--- config.mk ---
export PLATFORM = sky130hd
export DESIGN_NAME = sllc_link_ctrl
export DESIGN_NICKNAME = d
export VERILOG_FILES = /design/src/sllc_pkg.sv /design/src/sllc_link_ctrl.sv
export SDC_FILE = /design/constraint.sdc
export NUM_CORES = 1
export LEC_CHECK = 0
export ABC_AREA = 1
export BUFFER_PORTS_ARGS = -buffer_cell sky130_fd_sc_hd__buf_4
export CORE_ASPECT_RATIO = 1.25
export CORE_MARGIN = 8
export CORE_UTILIZATION = 25
export DETAILED_ROUTE_END_ITERATION = 10
export HOLD_SLACK_MARGIN = 0.02
export MAX_ROUTING_LAYER = met4
export PLACE_DENSITY = 0.52
export SETUP_SLACK_MARGIN = 0.1
export SLEW_MARGIN = 20
export SYNTH_ARGS = -nofsm -noshare
export SYNTH_HDL_FRONTEND = slang
export SYNTH_SLANG_ARGS = --single-unit
--- constraint.sdc ---
create_clock -name clk -period 1.5 [get_ports clk]
set_clock_uncertainty 0.1 [all_clocks]
set_input_delay 0.225 -clock clk [delete_from_list [all_inputs] [get_ports clk]]
set_output_delay 0.225 -clock clk [all_outputs]
set_load 0.03 [all_outputs]
--- src/sllc_pkg.sv ---
`default_nettype none
package sllc_pkg;

    // ------------------------------------------------------------
    // register offsets
    // ------------------------------------------------------------
    localparam logic [7:0] ALIGN_CTRL_ADDR = 8'h20;
    localparam logic [7:0] SYNC_MODE_ADDR  = 8'h21;
    localparam logic [7:0] TEST_PAT_ADDR   = 8'h22;
    localparam logic [7:0] FRAME_CNT_ADDR  = 8'h26;
    localparam logic [7:0] PRBS_SEL_ADDR   = 8'h36;
    localparam logic [7:0] REG_RESET       = 8'h00;

    // ------------------------------------------------------------
    // alignment control fields
    // ------------------------------------------------------------
    localparam int FPM_OVERRIDE_BIT   = 7;
    localparam int OUT_MODE_WE_BIT    = 6;
    localparam int TRANSPORT_TEST_BIT = 4;
    localparam int LANE_MARKER_BIT    = 2;
    localparam int FRAME_MARKER_BIT   = 1;
    localparam int ILA_DISABLE_BIT    = 0;
    localparam logic [7:0] ALIGN_CTRL_MASK = 8'hd7;

    // ------------------------------------------------------------
    // sync and output mode fields
    // ------------------------------------------------------------
    localparam int SW_SYNC_REQ_BIT  = 7;
    localparam int SW_SYNC_SEL_BIT  = 6;
    localparam int SYNC_SHARE_BIT   = 5;
    localparam int OUT_MODE_LSB     = 0;
    localparam int OUT_MODE_W       = 2;
    localparam logic [7:0] SYNC_UPPER_MASK = 8'he0;

    // ------------------------------------------------------------
    // test pattern fields
    // ------------------------------------------------------------
    localparam int PATTERN_LSB      = 5;
    localparam int PATTERN_W        = 3;
    localparam int RPAT_DISP_BIT    = 4;
    localparam int LMFC_MASK_BIT    = 3;
    localparam logic [7:0] TEST_PAT_MASK = 8'hf8;
    localparam logic [2:0] PAT_NORMAL = 3'h0;
    localparam logic [2:0] PAT_D215   = 3'h1;
    localparam logic [2:0] PAT_K285   = 3'h2;
    localparam logic [2:0] PAT_ILA    = 3'h3;
    localparam logic [2:0] PAT_RPAT   = 3'h4;
    localparam logic [2:0] PAT_PRBS   = 3'h6;

    // ------------------------------------------------------------
    // frame count and polynomial fields
    // ------------------------------------------------------------
    localparam int FRAME_CNT_W = 5;
    localparam logic [7:0] FRAME_CNT_MASK = 8'h1f;
    localparam logic [5:0] FRAMES_DEFAULT = 6'h05;
    localparam int PRBS_LSB = 6;
    localparam logic [7:0] PRBS_SEL_MASK  = 8'hc0;

    typedef enum logic [2:0] {
        SLLC_OUT_NORMAL,
        SLLC_OUT_D215,
        SLLC_OUT_K285,
        SLLC_OUT_ILA_REPEAT,
        SLLC_OUT_RPAT,
        SLLC_OUT_PRBS
    } sllc_pattern_t;

    typedef enum logic [1:0] {
        SLLC_PRBS7,
        SLLC_PRBS15,
        SLLC_PRBS23,
        SLLC_PRBS31
    } sllc_poly_t;

    typedef struct packed {
        logic [5:0]    frames_per_multiframe;
        logic [1:0]    lane_output_mode;
        logic          transport_test;
        logic          lane_marker;
        logic          frame_marker;
        logic          ila_enable;
        sllc_pattern_t pattern;
        sllc_poly_t    prbs_poly;
        logic          rpat_disp_flip;
        logic          lmfc_mask_clear;
        logic          sync_request;
        logic          force_k285;
    } sllc_cfg_t;

endpackage
`default_nettype wire

--- src/sllc_link_ctrl.sv ---
`timescale 1ns/100ps
`default_nettype none
// Behaviour
// - override clear gives five frames per multiframe; set uses programmed count.
// - programmed count is a 5-bit field; length used is field plus one.
// - host writes to lane output mode field take effect only while output-mode write enable is set.
// - transport test enable sends the long transport test pattern.
// - lane marker insert bit inserts K28.3 lane alignment characters.
// - frame marker insert bit inserts K28.7 frame alignment characters.
// - initial-alignment disable suppresses the alignment sequence after sync release.
// - software sync select takes sync request from register bit, not pin.
// - software select and request together force continuous K28.5 output.
// - share clear uses own sync pin; set uses other pair's pin.
// - lane output mode derived for modes 0,1,3,7; host programs 2,4,5,6.
// - link test pattern field selects normal, D21.5, K28.5, ILA repeat, RPAT, PRBS.
// - polynomial codes 0..3 mean PRBS7, PRBS15, PRBS23, PRBS31.
// - disparity flip acts only while pattern field equals RPAT.
// - multiframe clock mask clear bit resets the mask.
// - host registers reset to zero; cfg_q resets to five frames per multiframe with ila_enable set.
module sllc_link_ctrl #(
    parameter int PAIR_INDEX = 0                 // 0 first lane pair, 1 second
) (
    input  wire logic                clk,         // 25 MHz clock
    input  wire logic                reset_n,     // async reset, active low
    input  wire logic [7:0]          reg_addr,    // register address
    input  wire logic [7:0]          reg_wdata,   // write data
    input  wire logic                reg_wr,      // write strobe
    input  wire logic                reg_rd,      // read strobe
    input  wire logic [2:0]          jesd_mode,   // device output mode
    input  wire logic                sync_pin_first_pair_n,  // first pair sync, low requests
    input  wire logic                sync_pin_second_pair_n, // second pair sync, low requests
    output logic [7:0]               reg_rdata_q, // read data
    output sllc_pkg::sllc_cfg_t      cfg_q        // link layer controls
);

    // elaboration-time refusal of an unsupported pair index
    if (PAIR_INDEX < 0 || PAIR_INDEX > 1) begin : g_bad_pair
        $error("PAIR_INDEX must be 0 or 1");
    end

    // ------------------------------------------------------------
    // registers
    // ------------------------------------------------------------
    logic [7:0] align_q;
    logic [7:0] sync_q;
    logic [7:0] test_q;
    logic [4:0] frame_cnt_q;
    logic [1:0] prbs_q;
    logic [1:0] mode_q;

    function automatic logic hit(input logic [7:0] a, input logic [7:0] offs);
        return a == offs;
    endfunction

    always_ff @(posedge clk or negedge reset_n) begin
        if (!reset_n) begin
            align_q     <= sllc_pkg::REG_RESET;
            sync_q      <= sllc_pkg::REG_RESET;
            test_q      <= sllc_pkg::REG_RESET;
            frame_cnt_q <= '0;
            prbs_q      <= '0;
        end else if (reg_wr) begin
            // reserved bits never stored
            if (hit(reg_addr, sllc_pkg::ALIGN_CTRL_ADDR)) begin
                align_q <= reg_wdata & sllc_pkg::ALIGN_CTRL_MASK;
            end
            if (hit(reg_addr, sllc_pkg::SYNC_MODE_ADDR)) begin
                sync_q <= reg_wdata & sllc_pkg::SYNC_UPPER_MASK;
            end
            if (hit(reg_addr, sllc_pkg::TEST_PAT_ADDR)) begin
                test_q <= reg_wdata & sllc_pkg::TEST_PAT_MASK;
            end
            if (hit(reg_addr, sllc_pkg::FRAME_CNT_ADDR)) begin
                frame_cnt_q <= reg_wdata[sllc_pkg::FRAME_CNT_W-1:0];
            end
            if (hit(reg_addr, sllc_pkg::PRBS_SEL_ADDR)) begin
                prbs_q <= reg_wdata[sllc_pkg::PRBS_LSB +: 2];
            end
        end
    end

    // ------------------------------------------------------------
    // lane output mode
    // ------------------------------------------------------------
    function automatic logic auto_mode(input logic [2:0] m);
        return m == 3'h0 || m == 3'h1 || m == 3'h3 || m == 3'h7;
    endfunction

    always_ff @(posedge clk or negedge reset_n) begin
        if (!reset_n) begin
            mode_q <= '0;
        end else if (auto_mode(jesd_mode)) begin
            mode_q <= jesd_mode[1:0];
        end else if (reg_wr && hit(reg_addr, sllc_pkg::SYNC_MODE_ADDR)
                     && align_q[sllc_pkg::OUT_MODE_WE_BIT]) begin
            mode_q <= reg_wdata[sllc_pkg::OUT_MODE_LSB +: sllc_pkg::OUT_MODE_W];
        end
    end

    // ------------------------------------------------------------
    // read port
    // ------------------------------------------------------------
    // bits that may read back nonzero at an address
    function automatic logic [7:0] rd_mask(input logic [7:0] a);
        if (hit(a, sllc_pkg::ALIGN_CTRL_ADDR)) return sllc_pkg::ALIGN_CTRL_MASK;
        if (hit(a, sllc_pkg::SYNC_MODE_ADDR))  return sllc_pkg::SYNC_UPPER_MASK | 8'h03;
        if (hit(a, sllc_pkg::TEST_PAT_ADDR))   return sllc_pkg::TEST_PAT_MASK;
        if (hit(a, sllc_pkg::FRAME_CNT_ADDR))  return sllc_pkg::FRAME_CNT_MASK;
        if (hit(a, sllc_pkg::PRBS_SEL_ADDR))   return sllc_pkg::PRBS_SEL_MASK;
        return 8'h00;
    endfunction

    always_ff @(posedge clk or negedge reset_n) begin
        if (!reset_n) begin
            reg_rdata_q <= '0;
        end else if (reg_rd) begin
            unique case (1'b1)
                hit(reg_addr, sllc_pkg::ALIGN_CTRL_ADDR): reg_rdata_q <= align_q;
                hit(reg_addr, sllc_pkg::SYNC_MODE_ADDR):  reg_rdata_q <= sync_q | {6'h00, mode_q};
                hit(reg_addr, sllc_pkg::TEST_PAT_ADDR):   reg_rdata_q <= test_q;
                hit(reg_addr, sllc_pkg::FRAME_CNT_ADDR):  reg_rdata_q <= {3'h0, frame_cnt_q};
                hit(reg_addr, sllc_pkg::PRBS_SEL_ADDR):   reg_rdata_q <= {prbs_q, 6'h00};
                default:                                  reg_rdata_q <= '0;
            endcase
        end
    end

    // ------------------------------------------------------------
    // sync pin filters
    // ------------------------------------------------------------
    logic [1:0] pin_raw;
    logic [1:0] pin_m1_q;
    logic [1:0] pin_m2_q;
    logic [1:0] pin_m3_q;
    logic [1:0] pin_f_q;

    assign pin_raw = {sync_pin_second_pair_n, sync_pin_first_pair_n};

    generate
        for (genvar i = 0; i < 2; i++) begin : g_sync
            always_ff @(posedge clk or negedge reset_n) begin
                if (!reset_n) begin
                    pin_m1_q[i] <= 1'b1;
                    pin_m2_q[i] <= 1'b1;
                    pin_m3_q[i] <= 1'b1;
                    pin_f_q[i]  <= 1'b1;
                end else begin
                    pin_m1_q[i] <= pin_raw[i];
                    pin_m2_q[i] <= pin_m1_q[i];
                    pin_m3_q[i] <= pin_m2_q[i];
                    if (pin_m2_q[i] == pin_m3_q[i]) begin
                        pin_f_q[i] <= pin_m3_q[i];
                    end
                end
            end
        end
    endgenerate

    // ------------------------------------------------------------
    // derived controls
    // ------------------------------------------------------------
    sllc_pkg::sllc_cfg_t cfg_d;
    logic                pin_sel_n;
    logic                sw_sel;
    logic                sw_req;
    logic [2:0]          pat;

    assign sw_sel = sync_q[sllc_pkg::SW_SYNC_SEL_BIT];
    assign sw_req = sync_q[sllc_pkg::SW_SYNC_REQ_BIT];
    assign pat    = test_q[sllc_pkg::PATTERN_LSB +: sllc_pkg::PATTERN_W];
    assign pin_sel_n = sync_q[sllc_pkg::SYNC_SHARE_BIT] ? pin_f_q[1-PAIR_INDEX]
                                                        : pin_f_q[PAIR_INDEX];

    always_comb begin
        cfg_d = '0;
        cfg_d.frames_per_multiframe = align_q[sllc_pkg::FPM_OVERRIDE_BIT]
            ? {1'b0, frame_cnt_q} + 6'h01
            : sllc_pkg::FRAMES_DEFAULT;
        cfg_d.lane_output_mode = mode_q;
        cfg_d.transport_test   = align_q[sllc_pkg::TRANSPORT_TEST_BIT];
        cfg_d.lane_marker      = align_q[sllc_pkg::LANE_MARKER_BIT];
        cfg_d.frame_marker     = align_q[sllc_pkg::FRAME_MARKER_BIT];
        cfg_d.ila_enable       = !align_q[sllc_pkg::ILA_DISABLE_BIT];
        unique case (pat)
            sllc_pkg::PAT_D215: cfg_d.pattern = sllc_pkg::SLLC_OUT_D215;
            sllc_pkg::PAT_K285: cfg_d.pattern = sllc_pkg::SLLC_OUT_K285;
            sllc_pkg::PAT_ILA:  cfg_d.pattern = sllc_pkg::SLLC_OUT_ILA_REPEAT;
            sllc_pkg::PAT_RPAT: cfg_d.pattern = sllc_pkg::SLLC_OUT_RPAT;
            sllc_pkg::PAT_PRBS: cfg_d.pattern = sllc_pkg::SLLC_OUT_PRBS;
            default:            cfg_d.pattern = sllc_pkg::SLLC_OUT_NORMAL;
        endcase
        cfg_d.prbs_poly = sllc_pkg::sllc_poly_t'(prbs_q);
        cfg_d.rpat_disp_flip = test_q[sllc_pkg::RPAT_DISP_BIT]
                               && pat == sllc_pkg::PAT_RPAT;
        cfg_d.lmfc_mask_clear = test_q[sllc_pkg::LMFC_MASK_BIT];
        cfg_d.sync_request = sw_sel ? sw_req : !pin_sel_n;
        cfg_d.force_k285   = sw_sel && sw_req;
    end

    always_ff @(posedge clk or negedge reset_n) begin
        if (!reset_n) begin
            cfg_q <= '0;
            cfg_q.frames_per_multiframe <= sllc_pkg::FRAMES_DEFAULT;
            cfg_q.ila_enable <= 1'b1;
        end else begin
            cfg_q <= cfg_d;
        end
    end
endmodule
`default_nettype wire

# Word-level counts from Yosys, hierarchy flattened
# Index checks and enable logic that the tools add are counted.
dict set report word_totals {
  input_bits 25
  ff_bits 60
  output_inout_bits 29
}
dict set report classes {
  eq_ne 15
  n_bitwise 1
  n_mux 7
  n_reduce_logical 16
  addsub 1
}
# op count
set op_table {}
lappend op_table {{$eq 8x6->1 const B} 5}
lappend op_table {{$pmux 8 s5} 1}
lappend op_table {{$pmux 3 s5} 1}
lappend op_table {{$reduce_and 2->1} 5}
lappend op_table {{$eq 3x2->1 const B} 3}
lappend op_table {{$eq 3x3->1 const B} 3}
lappend op_table {{$or 8x2->8} 1}
lappend op_table {{$add 5x1->6 const B} 1}
lappend op_table {{$eq 3x1->1 const B} 2}
lappend op_table {{$mux 6} 1}
lappend op_table {{$logic_and 1x1->1} 4}
lappend op_table {{$mux 2} 2}
lappend op_table {{$logic_not 3->1} 1}
lappend op_table {{$logic_or 1x1->1} 3}
lappend op_table {{$eq 1x1->1} 2}
lappend op_table {{$logic_not 1->1} 2}
lappend op_table {{$mux 1} 2}
lappend op_table {{$reduce_bool 2->1} 1}

# Longest topological paths before layout
# Gate-level depths: netlist (run 1).
dict set report logic_depth {
  depth_word 5
  depth_mapped 9
  depth_no_buf 9
}

# Worst setup path before layout (run 1)
# Ideal clock, no wire load.
dict set report synth_path {
  kind {input -> register}
  start {input reg_addr[4]}
  end {register align_q[6]}
  slack_ns 0.350
  setup_ns 0.121
  path_buffers 1
  arrival_ns 0.928
  required_ns 1.279
  cell_stages 7
  cell_sequence {inv_1 -> nand2_2 -> nor2_8 -> nand2_4 -> nor2_8 -> buf_12 -> a21oi_1}
}
dict set report synth_via {
  elab_chain_cells 2
}
# item line_no
set synth_rtl {}
lappend synth_rtl {{start: declaration} sllc_link_ctrl.sv:25} ;# input wire logic [7:0] reg_addr,
lappend synth_rtl {{$eq 8x6->1} sllc_link_ctrl.sv:52} ;# return a == offs;
lappend synth_rtl {{$reduce_and 2->1 (no line)} -}
lappend synth_rtl {{end signal: assignment} sllc_link_ctrl.sv:57} ;# align_q <= sllc_pkg::REG_RESET;
lappend synth_rtl {{end signal: assignment} sllc_link_ctrl.sv:65} ;# align_q <= reg_wdata & sllc_pkg::ALIGN_CTRL_MASK;
lappend synth_rtl {{end: declaration} sllc_link_ctrl.sv:44} ;# logic [7:0] align_q;
# Every way passes these cells.
# A chain may end at the register's enable or synchronous reset.

# Final worst setup path (run 1)
dict set report layout_path {
  start {register cfg_q[9] in the netlist's numbering}
  end {output cfg_q[9] in the netlist's numbering}
}
# item line_no
set layout_lines {}
lappend layout_lines {{start: declaration} sllc_link_ctrl.sv:33} ;# output sllc_pkg::sllc_cfg_t cfg_q
lappend layout_lines {{start signal: assignment} sllc_link_ctrl.sv:206} ;# cfg_q <= cfg_d;
# No word-level cell between the ends.

==> impl_metrics.env, run 1 <==
export IMPL_end_kind="output port"
export IMPL_drc_errors=0
export IMPL_grt_start_max_net_pins=61
export IMPL_clk_pin_slew_worst_paths_ns=0.05
export IMPL_min_period_ns=1.32
export IMPL_critical_path_buf_inv_count=1
export IMPL_ctsRootBufferMaster="clkbuf_16"
export IMPL_timing_critical_path_arrival_ns=1.00
export IMPL_dr_total_vias=1908
export IMPL_p_per_area_nw_per_um2=1240
export IMPL_rsz0062_at_grt="false"
export IMPL_placementRows=41
export IMPL_hpwl_mm=4.57
export IMPL_critical_path_required_ns=1.17
export IMPL_cts_inserted_buffers=9
export IMPL_drt_initial_drc_count=64
export IMPL_met2WireLength_mm=2.83
export IMPL_top_signal_layer_used="met4"
export IMPL_synth_area_per_cell_sq_um=9.98
export IMPL_critPathSlowestCell="dfstp_2"
export IMPL_globalRoute_totalOverflow=0
export IMPL_num_antenna_cells=0
export IMPL_global_route_usage_total_pct=9.83
export IMPL_worstPathMaxFanout=1
export IMPL_ant_nets=0
export IMPL_core_sq_um=9950
export IMPL_vdd_ir_drop_max_mv=0.396
export IMPL_areaGrowthSynthToFinish_pct=37.4
export IMPL_run_status="completed"
export IMPL_timing_critical_path_max_delay_family="flip-flops"
export IMPL_postSynthNetCount=278
export IMPL_via_per_inst=4.17
export IMPL_count_of_buffers_from_port_buffering=53
export IMPL_total_leakage_power_nw=1.78
export IMPL_die_w_um=106
export IMPL_fin_worst_hold_slack_ns=0.0336
export IMPL_synth_yosys_seq_area_share_pct=60.2
export IMPL_post_place_cells=435
export IMPL_dieArea_sq_um=13600
export IMPL_post_cts_hold_buffer_count=7
export IMPL_worst_skew_pair_late_latency_ns=0.33
export IMPL_cts_tree="built"
export IMPL_route_layer_met1_wl_mm=2.61
export IMPL_top_level_ports=54
export IMPL_cts_setup_buffers=0
export IMPL_cap_viol_max_count=0
export IMPL_critical_path_cell_chain="buf_4"
export IMPL_final_cell_count_no_fill=458
export IMPL_final_hold_vios=0
export IMPL_via_count_of_the_first_global_routing_pass=1991
export IMPL_fin_nets=350
export IMPL_setup_worst_path_start_class="register"
export IMPL_tns_ns=0
export IMPL_postCtsResizedCells=0
export IMPL_drive_gt1_share_pct=33.4
export IMPL_weighted_congestion_reported_at_the_end_of_routability_driven_placement=0.788
export IMPL_grt_first_pass_wirelength_mm=9.77
export IMPL_clockBufferDepth=2
export IMPL_worst_path_largest_cell_delay_ns=0.52
export IMPL_route_met3_wl_um=252
export IMPL_cts_num_sinks=60
export IMPL_antenna_found_initial=0
export IMPL_die_height_um=128
export IMPL_fmax_mhz=755
export IMPL_max_slew_margin_pct=77.9
export IMPL_htree_levels=3
export IMPL_crit_type="register to output port"
export IMPL_synth_seq_cells=60
export IMPL_timing_hold_worst_class="input pin to register"
export IMPL_wl_per_cell_um=12.9
export IMPL_initial_core_util_pct=25.3
export IMPL_synthesis_instances=252
export IMPL_route_final_wire_length_mm=5.93
export IMPL_drt_pass1_iter_count=4
export IMPL_ys_types=27
export IMPL_synth_yosys_warnings=0
export IMPL_post_route_period_util_pct=88.3
export IMPL_worst_slew_pin_transition_ns=0.331
export IMPL_timing_final_setup_violations=0
export IMPL_slew_violations=0
export IMPL_syn_area_sq_um=2520
worst paths after layout:
check,start,slack (ns),depth (start not counted),to
max,cfg_q[9],0.18,1,cfg_q[9]
min,reg_wdata[7],0.03,3,align_q[7]
max in group asynchronous,reset_n,0.66,3,cfg_q[15]
max reg2reg,frame_cnt_q[0],0.34,6,cfg_q[19]
min in group asynchronous,reset_n,0.32,3,cfg_q[13]
min reg2reg,pin_m1_q[0],0.25,0,pin_m2_q[0]
worst register-to-register path, delay by kind of cell (launching register included):
kind                       cells  cell delay (ns)
DFF                            1             0.38
buffers and inverters          1             0.05
AOI/OAI and AO/OA              2             0.21
and+or+nand+nor                2             0.12
adders and majority gates      1             0.21
sequential cells by signal, indices dropped and copies added (netlist names):
signal,cells
pin_m3_q,2
frame_cnt_q,5
pin_f_q,2
test_q,5
mode_q,2
pin_m1_q,2
reg_rdata_q,8
pin_m2_q,2
prbs_q,2
cfg_q,21
sync_q,3
align_q,6
logic make-up (layout without fill, tap and decap cells):
group	Yosys count	count (layout)	share of synthesized area, %
buffers and inverters	35	112	6.17
AOI/OAI and AO/OA	36	36	8.11
and+or+nand+nor	118	118	24.2
adders and majority gates	3	3	1.29
DFF	60	60	60.2
routing by layer:
| metal | up-vias | global-route usage (%) |
|---|---|---|
| met5 | - | - |
| met4 | 0 | 7.80 |
| met3 | 14 | 2.77 |
| met2 | 44 | 14.7 |
| met1 | 900 | 10.8 |
| li1 | 950 | - |
synth_stat cells:
library cell / instances / share of area, %
nand3_1: 21 / 4.2
nand2_4: 4 / 1.8
ha_1: 1 / 0.50
maj3_1: 2 / 0.80
o21ai_1: 6 / 1.2
inv_1: 30 / 4.5
nand2_1: 63 / 9.4
o21a_1: 1 / 0.30
o22ai_1: 1 / 0.25
dfstp_2: 11 / 11
o211ai_1: 2 / 0.60
buf_6: 1 / 0.45
nor2_8: 3 / 2.4
nand3_2: 1 / 0.40
clkbuf_1: 1 / 0.15
dfrtp_1: 49 / 49
nand2_2: 9 / 2.2
nor3_1: 2 / 0.40
buf_12: 1 / 0.80
nor2_2: 1 / 0.25
o21ai_0: 14 / 2.8
nor2_4: 3 / 1.3
nand4_1: 2 / 0.50
a21oi_1: 8 / 1.6
o21ai_2: 4 / 1.4
inv_2: 2 / 0.30
nor2_1: 9 / 1.3
cell usage in the layout (no fill, tap or decap), drive strengths merged:
master and n:
ha 1, buf 57, dfrtp 49, clkinv 2, a21oi 8, nand2 76
bufinv 1, clkinvlp 1, maj3 2, nor2 16, nand3 22, dlygate4sd3 7
o21ai 24, nor3 2, o211ai 2, dfstp 11, inv 32, o21a 1
clkbuf 12, nand4 2, o22ai 1
where the power goes:
| part | internal, mW | total, mW | switching [mW] |
|---|---|---|---|
| clock | 1.37 | 2.06 | 0.690 |
| combinational | 0.164 | 0.417 | 0.253 |
| sequential | 1.73 | 1.80 | 0.0635 |
| total | 3.27 | 4.27 | 1.01 |
area by class of cell:
class	instances	area [sq um]
fillers	1031	6490
flip-flops and latches	60	1520
multi-input cells	157	846
repair buffers	64	510
clock buffers	12	256
well taps	129	161
inverters	32	120
clock inverters	4	47.5
metrics by stage:
stage	power (mW)	instance area (sq um)	worst slack (ns)	utilization, %
final	4.27	3460	0.175	34.7
after CTS	4.35	3460	0.155	34.7
after floorplan	2.01	2520	0.350	-
after global routing	4.47	3460	0.144	34.7
after detailed placement	2.24	3080	0.104	31.0
after global placement	2.24	3080	0.120	31.0
Note: power is estimated with default switching activity, not from simulation.
==> inputs of run 2 (changes only) <==
==> constraint.sdc (replaced) <==
create_clock -name clk -period 1.65 [get_ports clk]
set_clock_uncertainty 0.1 [all_clocks]
set_input_delay 0.2475 -clock clk [delete_from_list [all_inputs] [get_ports clk]]
set_output_delay 0.2475 -clock clk [all_outputs]
set_load 0.03 [all_outputs]
==> run 2 against run 1 <==
Net effect:
- cell count is 1.3% lower
- via count is 2.3% lower
- combinational power is 12% lower
==> impl_metrics.env, run 2 (same netlist as run 1, synthesis figures left out) <==
export IMPL_run_status="completed"
export IMPL_mostFrequentLayoutCells="63 x nand2_1, 54 x buf_4, 49 x dfrtp_1"
export IMPL_groute_layer_met1_usage_pct=10.8
export IMPL_top_level_ports=54
export IMPL_p_per_area_nw_per_um2=1170
export IMPL_power_report_internal_total_mw=3.04
export IMPL_route_final_wire_length_mm=5.89
export IMPL_end_kind="output port"
export IMPL_swShare_pct=23.9
export IMPL_grt_first_pass_wirelength_mm=9.89
export IMPL_globalRoute_busiestLayer="met2"
export IMPL_critical_path_buf_inv_count=1
export IMPL_num_antenna_cells=0
export IMPL_cts_tree="built"
export IMPL_total_leakage_power_nw=1.75
export IMPL_areaGrowthSynthToFinish_pct=36.1
export IMPL_largest_register_ffs=21
export IMPL_rsz0062_at_grt="false"
export IMPL_die_w_um=106
export IMPL_clockBufferDepth=2
export IMPL_post_route_period_util_pct=82.1
export IMPL_ctsRootBufferMaster="clkbuf_16"
export IMPL_post_place_cells=433
export IMPL_postCtsResizedCells=0
export IMPL_proportion_of_power_drawn_by_flip_flops_and_latches_pct=40.9
export IMPL_max_flop_register="cfg_q"
export IMPL_gr_usage_met2_pct=14.6
export IMPL_clk_pin_slew_worst_paths_ns=0.05
export IMPL_timing_critical_path_max_delay_family="flip-flops"
export IMPL_tns_ns=0
export IMPL_critical_path_required_ns=1.30
export IMPL_critPathSlowestCell="dfstp_2"
export IMPL_setup_worst_path_start_class="register"
export IMPL_power_frac_clock_pct=50.0
export IMPL_fmax_mhz=738
export IMPL_cap_viol_max_count=0
export IMPL_globalRoute_totalOverflow=0
export IMPL_post_route_total_power_mw=4.00
export IMPL_dieArea_sq_um=13600
export IMPL_timing_hold_worst_class="input pin to register"
export IMPL_critical_path_cell_chain="buf_4"
export IMPL_weighted_congestion_reported_at_the_end_of_routability_driven_placement=0.810
export IMPL_combinationalPowerShare_pct=9.2
export IMPL_dr_total_vias=1864
export IMPL_drt_pass1_iter_count=4
export IMPL_drive_gt1_share_pct=33.7
export IMPL_slew_violations=0
export IMPL_largest_registers="cfg_q: 21 flops, reg_rdata_q: 8 flops, align_q: 6 flops"
export IMPL_worst_skew_pair_late_latency_ns=0.33
export IMPL_vdd_ir_drop_max_mv=0.376
export IMPL_count_of_buffers_from_port_buffering=53
export IMPL_crit_type="register to output port"
export IMPL_htree_levels=3
export IMPL_cts_num_sinks=60
export IMPL_via_per_inst=4.12
export IMPL_timing_critical_path_arrival_ns=1.01
export IMPL_wl_per_cell_um=13.0
export IMPL_via_count_of_the_first_global_routing_pass=1947
export IMPL_nFillCells=1028
export IMPL_die_height_um=128
export IMPL_fin_nets=344
export IMPL_timing_final_setup_violations=0
export IMPL_final_hold_vios=0
export IMPL_worst_path_largest_cell_delay_ns=0.52
export IMPL_hpwl_mm=4.67
export IMPL_core_sq_um=9950
export IMPL_global_route_usage_total_pct=9.76
export IMPL_layout_commonest_cell="nand2_1"
export IMPL_worstPathMaxFanout=1
export IMPL_final_cell_count_no_fill=452
export IMPL_cts_inserted_buffers=9
export IMPL_min_period_ns=1.35
export IMPL_placementRows=41
export IMPL_groute_layer_met3_usage_pct=4.12
export IMPL_grt_start_max_net_pins=28
export IMPL_worst_slew_pin_transition_ns=0.342
export IMPL_initial_core_util_pct=25.3
export IMPL_antenna_found_initial=0
export IMPL_max_slew_margin_pct=77.2
export IMPL_ant_nets=0
export IMPL_drc_errors=0
export IMPL_power_switching_uw=954
export IMPL_drt_initial_drc_count=100
run 2: cell types whose count changed in the layout (fill, tap and decap cells not counted), moves of 2 or more:
cell / delta
buf_4: -2
clkbuf_8: -2
clkinvlp_4: +2
dlygate4sd3_1: -4
clkinv_2: -2
run 2: final timing paths:
path	from	end	slack, ns	cells after the start
hold reg to reg	pin_m1_q[1]	pin_m2_q[1]	0.26	0
hold / removal	reg_wdata[1]	align_q[1]	0.04	3
setup / recovery	cfg_q[9]	cfg_q[9]	0.30	1
min in group asynchronous	reset_n	cfg_q[13]	0.25	2
setup reg to reg	frame_cnt_q[0]	cfg_q[19]	0.42	6
max in group asynchronous	reset_n	cfg_q[17]	0.69	3
run 2: power by group through the flow:
stage / registers (mW) / clock network (mW) / logic, mW
finish: 1.63 / 2.00 / 0.367
global placement: 1.66 / 0 / 0.368
global route: 1.64 / 2.11 / 0.405
CTS: 1.64 / 2.05 / 0.377
detailed placement: 1.66 / 0 / 0.371
floorplan: 1.71 / 0 / 0.116
run 2: final cells by class:
type / instances / area (sq um) / share of cell area [%]
clock buffers: 9 / 225 / 6.58
clock inverters: 7 / 100 / 2.92
inverters: 32 / 120 / 3.51
multi-input cells: 157 / 846 / 24.7
flip-flops and latches: 60 / 1520 / 44.3
well taps: 129 / 161 / 4.71
repair buffers: 58 / 455 / 13.3
run 2: repair_timing:
| action | in CTS | in global routing |
|---|---|---|
| setup buffers | 0 | 0 |
| endpoints found under the hold margin | 46 | 0 |
| hold buffers | 3 | 0 |
| setup endpoints to repair | 0 | 0 |
run 2: metrics by stage:
step	cell area (sq um)	hold slack, ns	worst slack [ns]	util, %
3_3_place_gp	3070	0.0565	0.187	30.8
3_5_place_dp	3070	0.0642	0.165	30.8
4_1_cts	3420	0.0271	0.280	34.4
6_report	3420	0.0353	0.296	34.4
2_1_floorplan	2520	-0.148	0.478	-
5_1_grt	3420	0.0327	0.266	34.4
run 2: routing by layer:
metal | up-vias | part of all wire, %
met3 | 10 | 7.3
li1 | 937 | -
met1 | 868 | 42
met2 | 49 | 48
met4 | 0 | 2.5
met5 | - | 0
